===== config.mk =====
export PLATFORM = sky130hd
export DESIGN_NAME = sps_sequencer
export DESIGN_NICKNAME = d
export VERILOG_FILES = /design/src/verilog/sps_pkg.sv /design/src/verilog/sps_init_timer.sv /design/src/verilog/sps_sequencer.sv
export SDC_FILE = /design/constraint.sdc
export NUM_CORES = 1
export LEC_CHECK = 0
export ABC_AREA = 1
export BUFFER_PORTS_ARGS = -buffer_cell sky130_fd_sc_hd__buf_2
export CORE_AREA = 2 2 76 78
export DETAILED_ROUTE_END_ITERATION = 10
export DIE_AREA = 0 0 78 80
export PLACE_DENSITY = 0.88
export REMOVE_ABC_BUFFERS = 1
export SYNTH_ARGS = -nofsm -noshare
export SYNTH_HDL_FRONTEND = slang
export SYNTH_SLANG_ARGS = --single-unit

===== constraint.sdc =====
create_clock -name clk -period 1.9 [get_ports clk]
set_input_delay 0.285 -clock clk [delete_from_list [all_inputs] [get_ports clk]]
set_output_delay 0.285 -clock clk [all_outputs]
set_load 0.01 [all_outputs]

===== src/verilog/sps_pkg.sv =====
// Package of constants and carriers for the sensor power and reset sequencing block
`default_nettype none
package sps_pkg;
    localparam int          CLK_HZ           = 10_000_000;
    localparam int          INIT_EXTCLKS     = 150000;
    localparam logic [17:0] INIT_CNT_RST     = 18'h00000;
    localparam logic [2:0]  CTRL_STREAM_BIT  = 3'h2;
    localparam logic [15:0] CTRL_REG_ADDR    = 16'h301a;
    localparam logic [15:0] CTRL_RESET_VALUE = 16'h0000;
    localparam int          PIX_WIDTH        = 12;

    typedef enum logic [2:0] {
        SPS_ST_RESET   = 3'b000,
        SPS_ST_INIT    = 3'b001,
        SPS_ST_STANDBY = 3'b010,
        SPS_ST_STREAM  = 3'b011,
        SPS_ST_DRAIN   = 3'b100
    } sps_state_e;

    // Control write from the serial configuration path
    typedef struct packed {
        logic        valid;
        logic [15:0] addr;
        logic [15:0] data;
    } sps_wr_s;

    // Timing markers from the readout engine
    typedef struct packed {
        logic row_end;
        logic frame_end;
    } sps_rdo_s;
endpackage : sps_pkg
`default_nettype wire


===== src/verilog/sps_init_timer.sv =====
// Counter that times the internal initialization in input-clock cycles
`default_nettype none
module sps_init_timer #(
    parameter int INIT_EXTCLKS = sps_pkg::INIT_EXTCLKS
) (
    input  wire logic clk,       // Input clock domain
    input  wire logic rst,       // Synchronous reset, active high
    input  wire logic ce,        // Clock enable
    input  wire logic start,     // Restart count, held during hard reset
    output logic      done       // Initialization complete, level
);
    logic [17:0] cnt_reg;

    always_ff @(posedge clk) begin
        if (rst || (ce && start)) begin
            cnt_reg <= sps_pkg::INIT_CNT_RST;
            done    <= 1'b0;
        end else if (ce && !done) begin
            if (cnt_reg == 18'(INIT_EXTCLKS - 1)) begin
                done <= 1'b1;
            end else begin
                cnt_reg <= cnt_reg + 18'h00001;
            end
        end
    end
endmodule : sps_init_timer
`default_nettype wire


===== src/verilog/sps_sequencer.sv =====
// Reset, initialization, standby and streaming control of the image sensor
// Overview of operation
// - While hard reset is asserted the parallel pixel pins are high impedance.
// - After reset the device initializes for 150000 input clocks into standby.
// - Writing one to bit 2 of control register 0x301a starts streaming.
// - After the streaming bit clears, standby follows the end of the row or frame.
`default_nettype none
module sps_sequencer #(
    parameter int INIT_EXTCLKS = sps_pkg::INIT_EXTCLKS,
    parameter int PIX_WIDTH    = sps_pkg::PIX_WIDTH
) (
    input  wire logic                 clk,           // Input clock
    input  wire logic                 rst,           // Synchronous reset, active high
    input  wire logic                 ce,            // Clock enable
    input  wire logic                 hard_reset_n,  // Hard reset pin, active low
    input  wire sps_pkg::sps_wr_s     cfg_wr,        // Control register write
    input  wire logic                 stop_on_frame, // 1 stop at frame end, 0 at row end
    input  wire sps_pkg::sps_rdo_s    rdo,           // Row and frame end markers
    input  wire logic [PIX_WIDTH-1:0] pix_data,      // Pixel data from readout
    input  wire logic                 pix_valid,     // Pixel data valid
    output logic [PIX_WIDTH-1:0]      pix_out,       // Parallel pixel output
    output logic [PIX_WIDTH-1:0]      pix_oe,        // Pixel output enables
    output logic                      init_done,     // Initialization finished
    output logic                      streaming,     // Streaming active
    output logic                      soft_standby,  // In software standby
    output logic [15:0]               ctrl_value     // Control register contents
);
    sps_pkg::sps_state_e state_reg;
    sps_pkg::sps_state_e state_next;
    logic [15:0]         ctrl_reg;
    logic                init_ok;
    logic                stream_bit;
    logic                stop_point;

    sps_init_timer #(
        .INIT_EXTCLKS(INIT_EXTCLKS)
    ) u_init (
        .clk  (clk),
        .rst  (rst),
        .ce   (ce),
        .start(!hard_reset_n),
        .done (init_ok)
    );

    // Control register; the hard reset pin returns it to its reset value
    always_ff @(posedge clk) begin
        if (rst) begin
            ctrl_reg <= sps_pkg::CTRL_RESET_VALUE;
        end else if (ce) begin
            if (!hard_reset_n) begin
                ctrl_reg <= sps_pkg::CTRL_RESET_VALUE;
            end else if (cfg_wr.valid && init_ok
                         && cfg_wr.addr == sps_pkg::CTRL_REG_ADDR) begin
                ctrl_reg <= cfg_wr.data;
            end
        end
    end

    assign stream_bit = ctrl_reg[sps_pkg::CTRL_STREAM_BIT];
    assign stop_point = stop_on_frame ? rdo.frame_end : rdo.row_end;

    always_comb begin
        state_next = state_reg;
        case (state_reg)
            sps_pkg::SPS_ST_RESET: begin
                state_next = sps_pkg::SPS_ST_INIT;
            end
            sps_pkg::SPS_ST_INIT: begin
                if (init_ok) begin
                    state_next = sps_pkg::SPS_ST_STANDBY;
                end
            end
            sps_pkg::SPS_ST_STANDBY: begin
                if (stream_bit) begin
                    state_next = sps_pkg::SPS_ST_STREAM;
                end
            end
            sps_pkg::SPS_ST_STREAM: begin
                if (!stream_bit) begin
                    state_next = stop_point ? sps_pkg::SPS_ST_STANDBY
                                            : sps_pkg::SPS_ST_DRAIN;
                end
            end
            sps_pkg::SPS_ST_DRAIN: begin
                if (stop_point) begin
                    state_next = sps_pkg::SPS_ST_STANDBY;
                end
            end
            default: begin
                state_next = sps_pkg::SPS_ST_RESET;
            end
        endcase
        if (!hard_reset_n) begin
            state_next = sps_pkg::SPS_ST_RESET;
        end
    end

    always_ff @(posedge clk) begin
        if (rst) begin
            state_reg <= sps_pkg::SPS_ST_RESET;
        end else if (ce) begin
            state_reg <= state_next;
        end
    end

    // Pixel pins float under hard reset and outside streaming
    always_ff @(posedge clk) begin
        if (rst) begin
            pix_out <= '0;
            pix_oe  <= '0;
        end else if (ce) begin
            if (!hard_reset_n) begin
                pix_oe  <= '0;
                pix_out <= '0;
            end else if (state_next == sps_pkg::SPS_ST_STREAM
                         || state_next == sps_pkg::SPS_ST_DRAIN) begin
                pix_oe <= '1;
                if (pix_valid) begin
                    pix_out <= pix_data;
                end
            end else begin
                pix_oe  <= '0;
                pix_out <= '0;
            end
        end
    end

    assign init_done    = init_ok;
    assign streaming    = (state_reg == sps_pkg::SPS_ST_STREAM)
                       || (state_reg == sps_pkg::SPS_ST_DRAIN);
    assign soft_standby = (state_reg == sps_pkg::SPS_ST_STANDBY);
    assign ctrl_value   = ctrl_reg;
endmodule : sps_sequencer
`default_nettype wire


==> flow_summary.toml, run 1 <==
[route]
wirelength_mm = 6.54
drt_pre_antenna_iters = 6
wire_per_inst_um = 12.5
via_count = 2723
via_per_inst = 5.21
drtIter0Drc = 211
drc = 0
postRouteAntennaNets = 0

[sta]
rsz0062_at_grt = "no"
hold_ws_ns = 0.210
finalSetupTns_ns = 0
setup_viol = 0
period_share_pct = 88.5
period_needed_ns = 1.68
layout_setup_ws_ns = 0.218
tightestPinTransition_ns = 0.498
skew_ns = 0.00866
relSlewSlack_pct = 66.7
finalHoldViolCount = 0
max_freq_mhz = 595
maxSlewViolCount = 0

[layout]
area_growth_pct = 23.1
final_common_cell = "nand2_1"
post_route_cells_drive_above_1_share_pct = 29.3
largest_reg_flops = 18
nets = 504
fin_area_um2 = 3200
n_antenna_cell = 0
final_cell_mix = "nand2_1 (99), buf_2 (95), dfxtp_1 (51)"

[pwr]
leakagePower_nw = 1.38
ir_drop_mv = 0.445
internal-power_w = 0.00156
pwr-share-clk_pct = 37.7
p_sw_share_pct = 24.8
p_seq_share_pct = 52.5
powerDensity_nw_per_um2 = 648
power_switching_w = 0.000515
share_comb_of_total_power_pct = 9.7
total_power_w = 0.00207

[cts]
cts_num_sinks = 51
cts_buffer_depth = 2
clkLatencyLatePin_ns = 0.30
numCtsBuffers = 5
ctsRootBufferMaster = "clkbuf_8"
cts_tree = "built"
htreeDepth = 2
cts_setup_buffers = 0
ctsHoldBuffers = 0
clkTransAtPathRegs_ns = 0.10

[critical_path]
rr_worst_depth = 9
startpoint = "u_init.cnt_reg[1]$_SDFFE_PP0P_"
cpMaxStageDelayCell = "dfxtp_1"
crit_chain = "ha_1 > nand3_2 > inv_2 > nand2_2 > nor3_4 > nor2_4 > inv_6 > nand2_1 > a21oi_1"
timing.rr.end = "u_init.cnt_reg[6]$_SDFFE_PP0P_"
cpPeakStageDelay_ns = 0.38
r2r_start = "u_init.cnt_reg[1]$_SDFFE_PP0P_"
start_kind = "register"
worst-path-buf-inv = 2
cp_max_fo = 19
path_class = "register to register"
worstSetupEndpointType = "register"
cp.required_ns = 2.13
worstPathArrival_ns = 1.92
r2r_slack_ns = 0.22
critPathTopFamily = "simple AND/OR/NAND/NOR gates"

[logic_synthesis]
yosys.area_share.adder_pct = 0.481
synth_top_family_by_area = "simple AND/OR/NAND/NOR gates"
synth_compound_area_share_pct = 11.6
ys_seq_area_share_pct = 39.3
yosysTopAreaCell = "dfxtp_1"
ys_types = 28
synth-seq-cells = 51
synthMuxAreaShare_pct = 0
synthCells = 364
synth-simple-area-share_pct = 33.0
synth_area_um2 = 2600
syn-mean-instance-area_um2 = 7.14
synth_xor_area_share_pct = 4.72
synth.top_cell.area_share_pct = 39.3
ys_warn_count = 0
yosys-top-cells-area = "dfxtp_1 (39%), nand2_1 (14%), a21oi_1 (8.7%)"

[grt]
overflow = 0
grt_max_degree = 20
grt_pass1_vias = 2452
grt_pass1_wl_mm = 10.4
antenna_found_initial = 0
grtUsageTotal_pct = 20.0

[run]
cap_violations = 0

[floorplan]
rows = 27
die_area_um2 = 6240
io_pins = 96
fp.dieH_um = 80
start_util_pct = 48.1
die_x_um = 78
core_area_um2 = 5410

[min_path]
hp-class = "primary input to register"
worstHoldStart = "cfg_wr[10]"
holdPathEnd = "ctrl_value[10]$_SDFFE_PP0P_"
hold_path_depth = 3

[placed_design]
hpwl_mm = 4.75
placedInstanceArea_um2 = 3070
routabilityCongestion = 0.897
port_buffers = 95
place_ws_ns = 0.221

[outcome]
status = "completed"
synthesized netlist by cell type, drive strengths merged:
| library cell | n |
|---|---|
| nor3b | 1 |
| a211oi | 1 |
| ha | 1 |
| inv | 32 |
| buf | 19 |
| a21oi | 51 |
| xnor2 | 6 |
| nand3 | 32 |
| nor2 | 16 |
| xor2 | 8 |
| dfxtp | 51 |
| o21ai | 3 |
| nor4 | 1 |
| clkbuf | 6 |
| nor3 | 14 |
| nand4 | 20 |
| nand2 | 102 |
what timing repair did:
action	CTS	global route
endpoints found under the hold margin	0	0
setup endpoints to repair	0	3
gates resized for setup	0	2
tightest hold or removal path: cells and delay by family:
| family | cells | cell delay [ns] |
|---|---|---|
| buf+inv | 1 | 0.09 |
| simple gates | 1 | 0.05 |
| compound gates | 1 | 0.05 |
layout make-up:
type	count	area, um^2
clock buffers	5	68.8
well taps	72	90.1
flip-flops and latches	51	1020
fillers	475	2210
multi-input cells	256	1300
clock inverters	3	47.5
inverters	32	125
repair buffers	104	543
power groups by stage:
stage / Combinational, W / Clock (W) / Sequential, W
6_report: 0.000202 / 0.000782 / 0.00109
5_1_grt: 0.000223 / 0.000836 / 0.00109
4_1_cts: 0.000201 / 0.000802 / 0.00109
3_5_place_dp: 0.000200 / 0 / 0.00111
3_3_place_gp: 0.000196 / 0 / 0.00111
2_1_floorplan: 0.0000772 / 0 / 0.00112
cells by family after synthesis:
group                    after synthesis
adder cells (fa/ha/maj)                1
XOR/XNOR                              14
AO/OA/AOI/OAI                         55
AND/OR/NAND/NOR                      186
flip-flops                            51
buffers and inverters                 57
worst max path at each step:
stage,endpoint,slack [ns],cells after the start
4_1_cts,u_init.cnt_reg[6]$_SDFFE_PP0P_,0.17,9
5_1_grt,u_init.cnt_reg[6]$_SDFFE_PP0P_,0.06,9
6_report,u_init.cnt_reg[6]$_SDFFE_PP0P_,0.22,9
2_1_floorplan,u_init.cnt_reg[13]$_SDFFE_PP0P_,0.26,9
3_5_place_dp,pix_out[6]$_SDFFE_PP0P_,0.22,11
3_3_place_gp,u_init.cnt_reg[13]$_SDFFE_PP0P_,0.31,9
routing by layer:
metal | part of all wire [%] | track usage (%)
met1 | 41 | 24.1
met2 | 51 | 36.1
met3 | 6.3 | 3.28
met4 | 1.6 | 6.84
met5 | 0 | 0
metrics by stage:
step	instances	util, %
finish	523	59.2
CTS	523	59.0
global placement	515	56.9
global route	523	59.2
detailed placement	515	56.9
floorplan	339	-
Note: power is estimated with default switching activity, not from simulation.
==> inputs of run 2 (changes only) <==
--- a/config.mk
+++ b/config.mk
@@ -10,7 +10,7 @@
 export CORE_AREA = 2 2 76 78
 export DETAILED_ROUTE_END_ITERATION = 10
 export DIE_AREA = 0 0 78 80
-export PLACE_DENSITY = 0.88
+export PLACE_DENSITY = 0.87
 export REMOVE_ABC_BUFFERS = 1
 export SYNTH_ARGS = -nofsm -noshare
 export SYNTH_HDL_FRONTEND = slang
==> run 2 against run 1 <==
Sequential share of layout area grew 0.050 points. Clock-buffer cell count unchanged. Largest cell class unchanged. Critical path depth stayed put. Sequential power barely moved. Maximum frequency is 1.9% lower.
==> flow_summary.toml, run 2 (same netlist as run 1, synthesis figures left out) <==
[outcome]
status = "completed"

[critical_path]
worst-path-buf-inv = 2
path_class = "register to register"
rr_worst_depth = 9
r2r_start = "u_init.cnt_reg[1]$_SDFFE_PP0P_"
start_kind = "register"
r2r_slack_ns = 0.19
cp.required_ns = 2.14
cpPeakStageDelay_ns = 0.39
cpMaxStageDelayCell = "dfxtp_1"
crit_chain = "ha_2 > nand3_2 > inv_2 > nand2_2 > nor3_4 > nor2_4 > inv_6 > nand2_1 > a21oi_1"
cp_max_fo = 19
worstSetupEndpointType = "register"
cp.depth = 9
worstPathArrival_ns = 1.95
critPathTopFamily = "simple AND/OR/NAND/NOR gates"
timing.rr.end = "u_init.cnt_reg[8]$_SDFFE_PP0P_"

[layout]
n_antenna_cell = 0
final_cell_mix = "nand2_1 (99), buf_2 (95), dfxtp_1 (51)"
post_route_cells_drive_above_1_share_pct = 29.3
largest_reg_flops = 18
fill_cells = 485
nets = 503
final_common_cell = "nand2_1"
area_growth_pct = 22.9

[placed_design]
routabilityCongestion = 0.925
hpwl_mm = 4.98
port_buffers = 95

[route]
drc = 0
drtIter0Drc = 163
wirelength_mm = 6.56
via_count = 2711
postRouteAntennaNets = 0
wire_per_inst_um = 12.6
via_per_inst = 5.19
drt_pre_antenna_iters = 4

[pwr]
power_switching_w = 0.000511
p_seq_share_pct = 52.6
internal-power_w = 0.00156
powerDensity_nw_per_um2 = 648
share_comb_of_total_power_pct = 9.9
ir_drop_mv = 0.472
p_sw_share_pct = 24.7
leakagePower_nw = 1.37
pwr-share-clk_pct = 37.5
total_power_w = 0.00207

[sta]
period_share_pct = 90.2
finalHoldViolCount = 0
max_freq_mhz = 584
finalSetupTns_ns = 0
maxSlewViolCount = 0
period_needed_ns = 1.71
setup_viol = 0
rsz0062_at_grt = "no"
relSlewSlack_pct = 68.2
tightestPinTransition_ns = 0.475
skew_ns = 0.00956

[grt]
grt_pass1_vias = 2517
grt_pass1_wl_mm = 10.8
antenna_found_initial = 0
grt_max_degree = 31
overflow = 0
grtUsageTotal_pct = 21.1

[run]
cap_violations = 0

[floorplan]
die_x_um = 78
die_area_um2 = 6240
rows = 27
io_pins = 96
fp.dieH_um = 80
start_util_pct = 48.1
core_area_um2 = 5410

[cts]
cts_num_sinks = 51
cts_setup_buffers = 0
clkLatencyLatePin_ns = 0.30
htreeDepth = 2
cts_resized = 0
cts_buffer_depth = 2
clkTransAtPathRegs_ns = 0.10
ctsRootBufferMaster = "clkbuf_8"
ctsHoldBuffers = 0
numCtsBuffers = 5
cts_tree = "built"

[min_path]
worstHoldStart = "cfg_wr[4]"
hp-class = "primary input to register"
hold_path_depth = 3
holdPathEnd = "ctrl_value[4]$_SDFFE_PP0P_"
==> run 2: cell count changes in the layout (fill, tap and decap cells not counted), sizes merged <==
cell  before  now
buf      104  103
==> run 2: per-layer routing <==
metal / track usage [%] / vias to the layer above / part of all wire (%)
met5: 0 / - / 0
met2: 38.5 / 85 / 53
met3: 4.64 / 6 / 5.3
met4: 7.02 / 0 / 0.92
li1: - / 1359 / -
met1: 24.3 / 1261 / 40
==> run 2: worst max-delay path by stage <==
stage	startpoint	endpoint	slack, ns
final	u_init.cnt_reg[1]$_SDFFE_PP0P_	u_init.cnt_reg[8]$_SDFFE_PP0P_	0.19
after CTS	u_init.cnt_reg[1]$_SDFFE_PP0P_	u_init.cnt_reg[8]$_SDFFE_PP0P_	0.08
after floorplan	u_init.cnt_reg[0]$_SDFFE_PP0P_	u_init.cnt_reg[13]$_SDFFE_PP0P_	0.26
after global placement	u_init.cnt_reg[1]$_SDFFE_PP0P_	u_init.cnt_reg[13]$_SDFFE_PP0P_	0.22
after detailed placement	u_init.cnt_reg[1]$_SDFFE_PP0P_	u_init.cnt_reg[8]$_SDFFE_PP0P_	0.09
after global routing	u_init.cnt_reg[1]$_SDFFE_PP0P_	u_init.cnt_reg[13]$_SDFFE_PP0P_	0.007
==> run 2: worst min-delay path: stages <==
cell	delay (ns)
buf_2	0.10
nand2_1	0.05
a21oi_1	0.05
==> run 2: area by class of cell <==
class	count	area, um^2	share of cell area, %
clock buffer	5	68.8	2.16
clock inverter	3	47.5	1.49
inverter	32	125	3.92
multi-input combinational	256	1310	40.9
sequential	51	1020	32.0
tap	72	90.1	2.82
timing repair buffer	103	536	16.8
==> run 2: power by group through the flow <==
| stage | Sequential [W] | Clock (W) | Combinational (W) |
|---|---|---|---|
| after CTS | 0.00109 | 0.000797 | 0.000202 |
| after floorplan | 0.00112 | 0 | 0.0000772 |
| after detailed placement | 0.00111 | 0 | 0.000201 |
| after global placement | 0.00111 | 0 | 0.000196 |
| after global routing | 0.00109 | 0.000835 | 0.000225 |
| final | 0.00109 | 0.000776 | 0.000204 |
==> run 2: stage by stage <==
step	std cells	instance area [um^2]	util (%)	hold slack (ns)	setup slack (ns)
finish	522	3190	59.1	0.213	0.186
global placement	514	3070	56.7	0.445	0.224
CTS	522	3180	58.9	0.204	0.0836
floorplan	339	2440	-	0.354	0.263
global route	522	3190	59.1	0.205	0.00722
detailed placement	514	3070	56.7	0.454	0.0909
